File: src/asf_pkg.sv
// Purpose: shared constants and types for the alu status flag block
// Assumes: 8-bit datapath, one clock
// Notes: register offsets are byte addresses on a 32-bit wishbone bus
package asf_pkg;
  // ==========================================================
  // flag bit positions
  localparam int unsigned FLAG_C = 0;
  localparam int unsigned FLAG_DC = 1;
  localparam int unsigned FLAG_Z = 2;
  localparam int unsigned FLAG_OV = 3;
  localparam int unsigned FLAG_N = 4;
  localparam logic [7:0] FLAGS_IMPL_MASK = 8'h1F;
  localparam logic [7:0] FLAGS_RST = 8'h00;
  // ==========================================================
  // register map
  localparam logic [3:0] OFS_OPA = 4'h0;
  localparam logic [3:0] OFS_OPB = 4'h4;
  localparam logic [3:0] OFS_CMD = 4'h8;
  localparam logic [3:0] OFS_RES = 4'hC;
  localparam logic [3:0] OFS_FLAGS = 4'h0;
  localparam logic [31:0] UNMAPPED_RD = 32'h0000_0000;
  // command field: bits 3:0 opcode, bit 4 destination is alu_flags
  localparam int unsigned CMD_DST_BIT = 4;
  localparam int unsigned CMD_ADDR_BIT = 5;
  // ==========================================================
  // operations
  typedef enum logic [3:0] {
    OP_NONE = 4'h0,
    OP_ADD_ACCUM_FILE = 4'h1,
    OP_ADD_LITERAL = 4'h2,
    OP_SUB_ACCUM_FILE = 4'h3,
    OP_SUB_LITERAL = 4'h4,
    OP_AND = 4'h5,
    OP_IOR = 4'h6,
    OP_XOR = 4'h7,
    OP_FILE_CLEAR = 4'h8,
    OP_ROTATE_RIGHT = 4'h9,
    OP_ROTATE_LEFT = 4'hA,
    OP_BIT_CLEAR = 4'hB,
    OP_BIT_SET = 4'hC,
    OP_NIBBLE_SWAP = 4'hD,
    OP_FILE_TO_FILE_MOVE = 4'hE,
    OP_ACCUM_TO_FILE_MOVE = 4'hF
  } asf_op_e;
  typedef struct packed {
    logic [7:0] res;
    logic [4:0] flags;
    logic [4:0] touch;
  } asf_alu_s;
endpackage : asf_pkg

File: src/asf_alu.sv
// Purpose: combinational 8-bit alu with flag generation
// Assumes: operand a is the file or source, b the accumulator or literal
// Notes: touch marks which flags the operation may change
`timescale 1ns/100ps
`default_nettype none
module asf_alu (
  input wire logic [3:0] op_i,
  input wire logic [7:0] a_i,
  input wire logic [7:0] b_i,
  input wire logic [2:0] bit_i,
  input wire logic cin_i,
  output var asf_pkg::asf_alu_s out_o
);
  logic [4:0] lo_sum;
  logic [7:0] hi_sum;
  logic [8:0] full_sum;
  logic [7:0] addend;
  logic [7:0] augend;
  logic sub;
  always_comb begin
    sub = (op_i == asf_pkg::OP_SUB_ACCUM_FILE) || (op_i == asf_pkg::OP_SUB_LITERAL);
    // file minus accumulator; literal minus accumulator
    augend = a_i;
    addend = sub ? ~b_i : b_i;
    lo_sum = {1'b0, augend[3:0]} + {1'b0, addend[3:0]} + {4'h0, sub};
    hi_sum = {1'b0, augend[6:0]} + {1'b0, addend[6:0]} + {7'h00, sub};
    full_sum = {1'b0, augend} + {1'b0, addend} + {8'h00, sub};
    out_o = '0;
    unique case (asf_pkg::asf_op_e'(op_i))
      asf_pkg::OP_ADD_ACCUM_FILE, asf_pkg::OP_ADD_LITERAL,
      asf_pkg::OP_SUB_ACCUM_FILE, asf_pkg::OP_SUB_LITERAL: begin
        out_o.res = full_sum[7:0];
        out_o.flags[asf_pkg::FLAG_C] = full_sum[8];
        out_o.flags[asf_pkg::FLAG_DC] = lo_sum[4];
        out_o.flags[asf_pkg::FLAG_OV] = hi_sum[7] ^ full_sum[8];
        out_o.touch = 5'h1F;
      end
      asf_pkg::OP_AND: begin
        out_o.res = a_i & b_i;
        out_o.touch = 5'h14;
      end
      asf_pkg::OP_IOR: begin
        out_o.res = a_i | b_i;
        out_o.touch = 5'h14;
      end
      asf_pkg::OP_XOR: begin
        out_o.res = a_i ^ b_i;
        out_o.touch = 5'h14;
      end
      asf_pkg::OP_FILE_CLEAR: begin
        out_o.res = 8'h00;
        out_o.touch = 5'h04;
      end
      asf_pkg::OP_ROTATE_RIGHT: begin
        out_o.res = {cin_i, a_i[7:1]};
        out_o.flags[asf_pkg::FLAG_C] = a_i[0];
        out_o.flags[asf_pkg::FLAG_DC] = a_i[4];
        out_o.touch = 5'h17;
      end
      asf_pkg::OP_ROTATE_LEFT: begin
        out_o.res = {a_i[6:0], cin_i};
        out_o.flags[asf_pkg::FLAG_C] = a_i[7];
        out_o.flags[asf_pkg::FLAG_DC] = a_i[3];
        out_o.touch = 5'h17;
      end
      // flag-neutral operations, safe for writing alu_flags
      asf_pkg::OP_BIT_CLEAR: out_o.res = a_i & ~(8'h01 << bit_i);
      asf_pkg::OP_BIT_SET: out_o.res = a_i | (8'h01 << bit_i);
      asf_pkg::OP_NIBBLE_SWAP: out_o.res = {a_i[3:0], a_i[7:4]};
      asf_pkg::OP_FILE_TO_FILE_MOVE: out_o.res = a_i;
      asf_pkg::OP_ACCUM_TO_FILE_MOVE: out_o.res = b_i;
      asf_pkg::OP_NONE: out_o.res = a_i;
    endcase
    out_o.flags[asf_pkg::FLAG_N] = out_o.res[7];
    out_o.flags[asf_pkg::FLAG_Z] = (out_o.res == 8'h00);
  end
endmodule : asf_alu
`default_nettype wire

File: src/asf_top.sv
// Purpose: status flag register and alu flag logic behind a wishbone slave
// Assumes: classic wishbone, 32-bit data, registers in the low byte except alu_flags, which sits in the second byte
// Notes: a command write executes one operation in the same ack edge
//
// Register access over Wishbone and the register addresses were chosen for this implementation.
`timescale 1ns/100ps
`default_nettype none
// Behaviour
// - flag-changing op aimed at alu_flags loads flags, drops computed result.
// - file clear on alu_flags sets zero flag only, others unchanged.
// - upper three alu_flags bits read zero; writes ignored.
// - negative flag bit 4 copies result msb.
// - overflow flag bit 3 set when signed result sign flips.
// - zero flag bit 2 set when result is zero.
// - digit carry bit 1 is carry from low nibble on add/sub.
// - carry bit 0 is carry out of msb on add/sub.
// - subtract adds two's complement; carries are inverted borrows.
// - rotates load digit carry from bit 4/3, carry from lsb/msb.
// - alu_flags usable as source or destination of any operation.
module asf_top (
  input wire logic clk_i,
  input wire logic rst_i,
  input wire logic wb_cyc_i,
  input wire logic wb_stb_i,
  input wire logic wb_we_i,
  input wire logic [3:0] wb_adr_i,
  input wire logic [3:0] wb_sel_i,
  input wire logic [31:0] wb_dat_i,
  output logic [31:0] wb_dat_o,
  output logic wb_ack_o,
  output logic [7:0] alu_flags_o,
  output logic [7:0] result_o
);
  typedef struct packed {
    logic [7:0] opa;
    logic [7:0] opb;
    logic [7:0] cmd;
    logic [7:0] res;
    logic [7:0] flags;
    logic [31:0] dat;
    logic ack;
  } asf_state_s;

  asf_state_s st_r;
  asf_state_s st_nxt;
  asf_pkg::asf_alu_s alu_out;
  logic [7:0] src;
  logic [7:0] cmd_w;
  logic req;
  logic cmd_wr;
  logic dst_flags;

  // ==========================================================
  // byte-lane merge used for the opa and opb register writes
  function automatic logic [7:0] lane0(input logic [7:0] old, input logic [3:0] sel,
                                       input logic [31:0] d);
    lane0 = sel[0] ? d[7:0] : old;
  endfunction : lane0

  // ==========================================================
  // operation execute
  always_comb begin
    req = wb_cyc_i && wb_stb_i && !st_r.ack;
    cmd_wr = req && wb_we_i && (wb_adr_i == asf_pkg::OFS_CMD) && wb_sel_i[0];
    cmd_w = wb_dat_i[7:0];
    // source may be alu_flags itself when the address bit picks it
    src = cmd_w[asf_pkg::CMD_ADDR_BIT] ? st_r.flags : st_r.opa;
    dst_flags = cmd_w[asf_pkg::CMD_DST_BIT];
  end

  asf_alu u_alu (
    .op_i(cmd_w[3:0]),
    .a_i(src),
    .b_i(st_r.opb),
    .bit_i(cmd_w[7:6] == 2'b00 ? 3'h0 : {1'b0, cmd_w[7:6]}),
    .cin_i(st_r.flags[asf_pkg::FLAG_C]),
    .out_o(alu_out)
  );

  // ==========================================================
  // state update
  always_comb begin
    st_nxt = st_r;
    st_nxt.ack = req;
    st_nxt.dat = asf_pkg::UNMAPPED_RD;
    if (req && !wb_we_i) begin
      unique case (wb_adr_i)
        asf_pkg::OFS_OPA: st_nxt.dat = {24'h000000, st_r.opa};
        asf_pkg::OFS_OPB: st_nxt.dat = {24'h000000, st_r.opb};
        asf_pkg::OFS_CMD: st_nxt.dat = {19'h00000, st_r.flags[4:0], st_r.cmd}; 
        asf_pkg::OFS_RES: st_nxt.dat = {24'h000000, st_r.res};
        default: st_nxt.dat = asf_pkg::UNMAPPED_RD;
      endcase
    end
    if (req && wb_we_i) begin
      unique case (wb_adr_i)
        asf_pkg::OFS_OPA: st_nxt.opa = lane0(st_r.opa, wb_sel_i, wb_dat_i);
        asf_pkg::OFS_OPB: st_nxt.opb = lane0(st_r.opb, wb_sel_i, wb_dat_i);
        // direct write of alu_flags through the second byte lane
        asf_pkg::OFS_RES: if (wb_sel_i[1]) begin
          st_nxt.flags = wb_dat_i[15:8] & asf_pkg::FLAGS_IMPL_MASK;
        end
        default: ;
      endcase
    end
    if (cmd_wr) begin
      st_nxt.cmd = cmd_w;
      if (dst_flags) begin
        if (alu_out.touch != 5'h00) begin
          // result dropped; touched flags take the op's values
          st_nxt.flags[4:0] = (st_r.flags[4:0] & ~alu_out.touch)
                              | (alu_out.flags & alu_out.touch);
        end else begin
          st_nxt.flags = alu_out.res & asf_pkg::FLAGS_IMPL_MASK;
        end
      end else begin
        st_nxt.res = alu_out.res;
        st_nxt.flags[4:0] = (st_r.flags[4:0] & ~alu_out.touch)
                            | (alu_out.flags & alu_out.touch);
      end
    end
    st_nxt.flags[7:5] = 3'h0;
  end

  always_ff @(posedge clk_i) begin
    if (rst_i) begin
      st_r <= '0;
      st_r.flags <= asf_pkg::FLAGS_RST;
    end else begin
      st_r <= st_nxt;
    end
  end

  assign wb_dat_o = st_r.dat;
  assign wb_ack_o = st_r.ack;
  assign alu_flags_o = st_r.flags;
  assign result_o = st_r.res;
endmodule : asf_top
`default_nettype wire

File: config.mk
export PLATFORM = sky130hd
export DESIGN_NAME = asf_top
export DESIGN_NICKNAME = d
export VERILOG_FILES = /design/src/asf_pkg.sv /design/src/asf_alu.sv /design/src/asf_top.sv
export SDC_FILE = /design/constraint.sdc
export NUM_CORES = 1
export LEC_CHECK = 0
export ABC_AREA = 1
export BUFFER_PORTS_ARGS = -buffer_cell sky130_fd_sc_hd__buf_2
export CAP_MARGIN = 20
export CELL_PAD_IN_SITES_DETAIL_PLACEMENT = 0
export CELL_PAD_IN_SITES_GLOBAL_PLACEMENT = 2
export CORE_ASPECT_RATIO = 1.25
export CORE_MARGIN = 2
export CORE_UTILIZATION = 28
export DETAILED_ROUTE_END_ITERATION = 10
export PLACE_DENSITY = 0.78
export SYNTH_ARGS = -nofsm -noshare
export SYNTH_HDL_FRONTEND = slang
export SYNTH_SLANG_ARGS = --single-unit
File: constraint.sdc
create_clock -name clk_i -period 3.6 [get_ports clk_i]
set_input_delay 1.08 -clock clk_i [delete_from_list [all_inputs] [get_ports clk_i]]
set_output_delay 1.08 -clock clk_i [all_outputs]
set_load 0.02 [all_outputs]
==> results of run 1 <==
## metal layers
| metal | track usage [%] | up-vias | share of wire [%] |
|---|---|---|---|
| li1 | - | 2020 | - |
| met5 | 0 | - | 0 |
| met3 | 1.46 | 27 | 5.0 |
| met2 | 34.7 | 145 | 51 |
| met1 | 22.2 | 1863 | 40 |
| met4 | 8.55 | 0 | 4.0 |
## final cells by class
cell class	instances	area, sq um
clock buffer	8	156
inverter	72	270
sequential	51	1020
fill	1516	8920
tap	171	214
multi-input combinational	454	2170
timing repair buffer	78	473
## worst max-delay path, stage by stage
cell and delay, ns:
buf_2 0.14, nand2_1 0.09, inv_2 0.06, nand2_1 0.10, nand2_1 0.10, buf_12 0.15, xor2_1 0.14, ha_1 0.36
a21oi_1 0.28, o21a_1 0.15, nand2_1 0.06, xor2_1 0.15, nand2_1 0.07, nand2_1 0.09, nor2_1 0.11, nand2_1 0.06
nand2_1 0.09, nand2_1 0.06, a21oi_1 0.11
## per-stage QoR
| stage | std cells | setup WS, ns | util, % | power (mW) | hold slack [ns] |
|---|---|---|---|---|---|
| finish | 834 | 0.368 | 32.5 | 1.26 | 0.487 |
| CTS | 834 | 0.319 | 32.5 | 1.27 | 0.491 |
| global placement | 826 | 0.0528 | 31.3 | 0.772 | 0.474 |
| global route | 834 | 0.0256 | 32.5 | 1.31 | 0.526 |
| detailed placement | 826 | 0.0224 | 31.3 | 0.770 | 0.479 |
| floorplan | 635 | 0.426 | - | 0.718 | 0.432 |
## worst min-delay path by stage
stage / start / to / slack [ns]
after global placement: st_r[53]$_SDFFE_PP0P_ / st_r[53]$_SDFFE_PP0P_ / 0.47
final: st_r[53]$_SDFFE_PP0P_ / st_r[53]$_SDFFE_PP0P_ / 0.49
after detailed placement: st_r[53]$_SDFFE_PP0P_ / st_r[53]$_SDFFE_PP0P_ / 0.48
after global routing: st_r[53]$_SDFFE_PP0P_ / st_r[53]$_SDFFE_PP0P_ / 0.53
after floorplan: st_r[53]$_SDFFE_PP0P_ / st_r[53]$_SDFFE_PP0P_ / 0.43
after CTS: st_r[53]$_SDFFE_PP0P_ / st_r[53]$_SDFFE_PP0P_ / 0.49
## power groups by stage
stage                     sequential (mW)  combinational [mW]  clock, mW
final                               0.568               0.191      0.496
after global routing                0.568               0.212      0.529
after CTS                           0.568               0.190      0.508
after detailed placement            0.581               0.189          0
after global placement              0.581               0.191          0
after floorplan                     0.581               0.137          0
## state kept, by name (all words and copies together), names as in the netlist
name and count:
result_o 8, alu_flags_o 5, st_r 24, wb_dat_o 13
wb_ack_o 1
## synthesized netlist by cell type, types with 7 or more instances
| cell type | instances |
|---|---|
| inv_1 | 69 |
| a21oi_1 | 47 |
| nor2_1 | 66 |
| o21ai_0 | 51 |
| o22ai_1 | 13 |
| ha_1 | 7 |
| a221oi_1 | 8 |
| buf_4 | 50 |
| xor2_1 | 10 |
| dfxtp_1 | 51 |
| nand2_1 | 158 |
| nand3_1 | 42 |
## cell families (layout without fill, tap and decap cells)
family	after synthesis	count (layout)	synth area share [%]
XOR/XNOR	10	10	2.31
AND/OR/NAND/NOR	286	286	31.2
buffers and inverters	130	158	17.9
adder cells (fa/ha/maj)	8	8	2.84
other	1	22	0.0990
flip-flops	51	51	27.0
AO/OA/AOI/OAI	128	128	18.6
==> flow_summary.toml, run 1 <==
[status]
result_of_the_run = "completed"

[timing]
finalSetupTns_ns = 0
finish_stage_setup_viols = 0
max_freq_mhz = 309
setup_repair_after_global_routing_missed_its_margin = "false"
final_min_period_over_clock_period_pct = 89.8
worst-slew-pin-transition_ns = 0.601
final.min_clock_period_ns = 3.23
timing.clock.skew_ns = 0.00637
timing.max_slew.rel_slack_pct = 59.8
timing_hold_violations_final = 0
maxSlewViolCount = 0

[worst_setup_path]
cp.required_ns = 3.83
reg2reg_depth = 17
start_kind = "input pin"
crit_path_end_kind = "flop"
timing.setup.critical_path_class = "input pin to flop"
worstSetupStartpoint = "wb_dat_i[0]"
data_arrival_time_of_the_critical_path_ns = 3.46
critPathMaxFanout = 7
reg_to_reg_critical_path_endpoint = "alu_flags_o[2]$_SDFFE_PP0P_"
reg2reg_from = "st_r[57]$_SDFFE_PP0P_"
critical_path.endpoint = "alu_flags_o[2]$_SDFFE_PP0P_"
r2r_setup_slack_ns = 1.05

[placed_design]
placed_area_sq_um = 4140
weighted_congestion_at_the_end_of_routability_driven_global_placement = 0.930
numPortBuffers = 50
hpwl_detailed_microns = 11100

[yosys]
yosys-top-cells-area = "dfxtp_1, nand2_1, buf_4, inv_1, o21ai_0"
synth.top_cell.area_share_pct = 27.0
synth_area_sq_um = 3790
dominantRegCellSynth = "dfxtp_1"
post-synth-top-area-cell = "dfxtp_1"
seq_area_frac_synth_pct = 27.0
ys_seq_elements = 51
synth_edf_count = 0
synth.distinct_cells = 33
syn_area_per_cell_sq_um = 6.17
netlist_instances = 614
ys.warnings.count = 0
synthArstFlopShare_pct = 0

[power_and_ir_drop]
vdd_drop_max_uv = 360
static_leak_nw = 2.08
power.net_switching_mw = 0.339
internal_power_mw = 0.917
sequentialPowerShare_pct = 45.3
swShare_pct = 27.0
cellPowerDensity_nw_per_um2 = 292
p_clk_share_pct = 39.5
combinationalPowerShare_pct = 15.2

[cts]
h-tree-depth = 2
insertion_delay_ns = 0.29
cts.reportedPaths.clkPinSlew_ns = 0.07
cts_resized = 0
number_of_buffers_added_by_the_clock_tree_synthesis_step = 5
max-clock-path-buffers = 2
cts-root-buf = "clkbuf_16"
ctsHoldBuffers = 0
clock-sinks = 51
cts_setup_buffers = 0
cts_tree = "done"

[finish]
final_layout_size_suffix_gt1_share_pct = 14.6
layout.cells.most_common = "nand2_1"
highest_count_cells_in_the_layout_ignoring_fill_and_taps = "nand2_1, inv_1, nor2_1, o21ai_0, dfxtp_1"
ant_cells = 0
area_delta_synth_final_pct = 13.7
finish.instance_area_sq_um = 4310
final_nets = 715

[drt]
vias = 4055
dr.first_iter.drc_count = 288
post_drt_wl_per_cell_microns = 16.4
antenna_left = 0
drt_pass1_iterations = 5
vias_per_std_cell = 4.86
totalWireLength_microns = 13600
drc = 0

[die]
ioPinCount = 94
die_y_microns = 134
std_cell_rows = 47
core_area_sq_um = 13200
chipWidth_microns = 108
floorplan.initialDensity_pct = 28.6
design.die.area_sq_um = 14500

[global_route]
first_global_vias = 3791
grt_pass1_wl_microns = 20800
initial_antenna_violation_count = 0
track_usage_pct = 18.9
grt_overflow_total = 0
largest_net_degree_at_the_start_of_global_routing = 29

[run]
drv_cap = 0

[hold_path]
hold_path.class = "flop to flop"
timing.hold.worst_path_depth = 2
(Power assumes the default switching activity.)
==> run 2, diff against run 1 <==
- CORE_MARGIN: 2 -> 3
- MAX_ROUTING_LAYER: unset -> met4
==> run 2 against run 1 <==
Clock power down 7.3%. Final cell count is the same. Critical path type unchanged. First-iteration DRC count is 3.5% lower. Count of clock-buffer cells in the layout is 1 lower. Fmax fell by 1.4%. Core utilization rose by 0.65 points.
==> flow_summary.toml, run 2 (synthesized netlist as in run 1, its figures left out) <==
[drt]
totalWireLength_microns = 13700
dr.first_iter.drc_count = 278
antenna_left = 0
drt_pass1_iterations = 6
drc = 0
vias_per_std_cell = 4.88
post_drt_wl_per_cell_microns = 16.5
vias = 4070

[cts]
cts_setup_buffers = 0
insertion_delay_ns = 0.29
cts-root-buf = "clkbuf_16"
cts_resized = 0
max-clock-path-buffers = 2
number_of_buffers_added_by_the_clock_tree_synthesis_step = 5
cts.reportedPaths.clkPinSlew_ns = 0.07
clock-sinks = 51
cts_tree = "done"
h-tree-depth = 2
ctsHoldBuffers = 0

[global_route]
grt_pass1_wl_microns = 21000
track_usage_pct = 19.1
initial_antenna_violation_count = 0
grt_overflow_total = 0
first_global_vias = 3831
largest_net_degree_at_the_start_of_global_routing = 29

[placed_design]
hpwl_detailed_microns = 11200
numPortBuffers = 50
weighted_congestion_at_the_end_of_routability_driven_global_placement = 0.907
placed_cells = 826

[finish]
highest_count_cells_in_the_layout_ignoring_fill_and_taps = "nand2_1, inv_1, nor2_1, o21ai_0, dfxtp_1"
ff_latch_area_sq_um = 1020
layout.cells.most_common = "nand2_1"
n_fill_cell = 1485
area_delta_synth_final_pct = 13.5
final_layout_size_suffix_gt1_share_pct = 14.7
ant_cells = 0
final_nets = 718
total_area_of_multi_input_combinational_cells_sq_um = 2160
top_register = "st_r"
layoutNonFillerInstCount = 834
largest_register_ff_count = 24

[worst_setup_path]
timing.critical_path.slowest_stage_cell = "ha_1"
cp_common_cell = "nand2_1"
max_stage_delay_ns = 0.27
start_kind = "input pin"
crit_path_end_kind = "flop"
timing.setup.critical_path_class = "input pin to flop"
critPathMaxFanout = 7
cp.required_ns = 3.83
data_arrival_time_of_the_critical_path_ns = 3.51
critical_path.cell_chain = "buf_2 > nand2_1 > inv_2 > nand2_1 > nand2_1 > buf_12 > xor2_1 > inv_1 > ha_1 > nand2_1 > inv_1 > nand3_1 > nand2_1 > nand2_1 > nand2_1 > nand2_1 > nand3_1 > nand2_1 > nor2_1 > nand2_1 > nand2_1 > nand2_1 > a21oi_1"

[timing]
maxSlewViolCount = 0
timing_hold_violations_final = 0
timing.clock.skew_ns = 0.00607
final_min_period_over_clock_period_pct = 91.1
fin_hold_ws_ns = 0.488
setup_repair_after_global_routing_missed_its_margin = "false"
max_freq_mhz = 305
final.min_clock_period_ns = 3.28
finalSetupTns_ns = 0
finish_stage_setup_viols = 0
timing.max_slew.rel_slack_pct = 62.4
worst-slew-pin-transition_ns = 0.561

[die]
ioPinCount = 94
die_y_microns = 136
core_area_sq_um = 12900
floorplan.initialDensity_pct = 29.2
chipWidth_microns = 110
std_cell_rows = 46
design.die.area_sq_um = 15000

[status]
result_of_the_run = "completed"

[power_and_ir_drop]
finalPower_mw = 1.22
static_leak_nw = 2.08
vdd_drop_max_uv = 228
cellPowerDensity_nw_per_um2 = 284

[hold_path]
hold_path.class = "flop to flop"

[run]
drv_cap = 0
==> run 2: through the flow <==
stage	area [sq um]	utilization, %	worst slack [ns]
floorplan	3860	-	0.426
global placement	4160	32.1	0.0358
detailed placement	4160	32.1	-0.00552
CTS	4300	33.2	0.289
global route	4300	33.2	0.0146
finish	4300	33.2	0.321
==> run 2: layout make-up <==
class,instances,share of cell area (%)
Clock buffer,7,3.08
Clock inverter,1,0.116
Inverter,72,6.29
Multi-Input combinational cell,454,50.3
Sequential cell,51,23.7
Tap cell,168,4.89
Timing Repair Buffer,81,11.5
==> run 2: path summary, 6_finish.rpt <==
check,cells past startpoint,to,from,slack [ns]
setup / recovery,23,alu_flags_o[2]$_SDFFE_PP0P_,wb_dat_i[1],0.32
hold reg to reg,2,st_r[53]$_SDFFE_PP0P_,st_r[53]$_SDFFE_PP0P_,0.49
setup reg to reg,17,alu_flags_o[2]$_SDFFE_PP0P_,st_r[57]$_SDFFE_PP0P_,1.06
hold / removal,2,st_r[53]$_SDFFE_PP0P_,st_r[53]$_SDFFE_PP0P_,0.49
==> run 2: worst max-delay path, delay by kind of cell <==
family	cells	cell delay [ns]
buf+inv	5	0.49
fa+ha+maj	1	0.27
xor+xnor	1	0.26
compound gates	1	0.11
simple gates	15	1.29
==> run 2: where the power goes <==
part,switching (mW),total (mW),internal (mW)
sequential,0.00217,0.568,0.566
clock,0.203,0.460,0.257
combinational,0.137,0.194,0.0567
total,0.342,1.22,0.880
==> run 2: per-layer routing <==
layer,wire length (microns),part of all wire [%],global-route usage [%]
met3,560,4.1,1.47
met4,567,4.1,9.36
met1,5770,42,22.6
met2,6830,50,32.3
met5,0,0,-
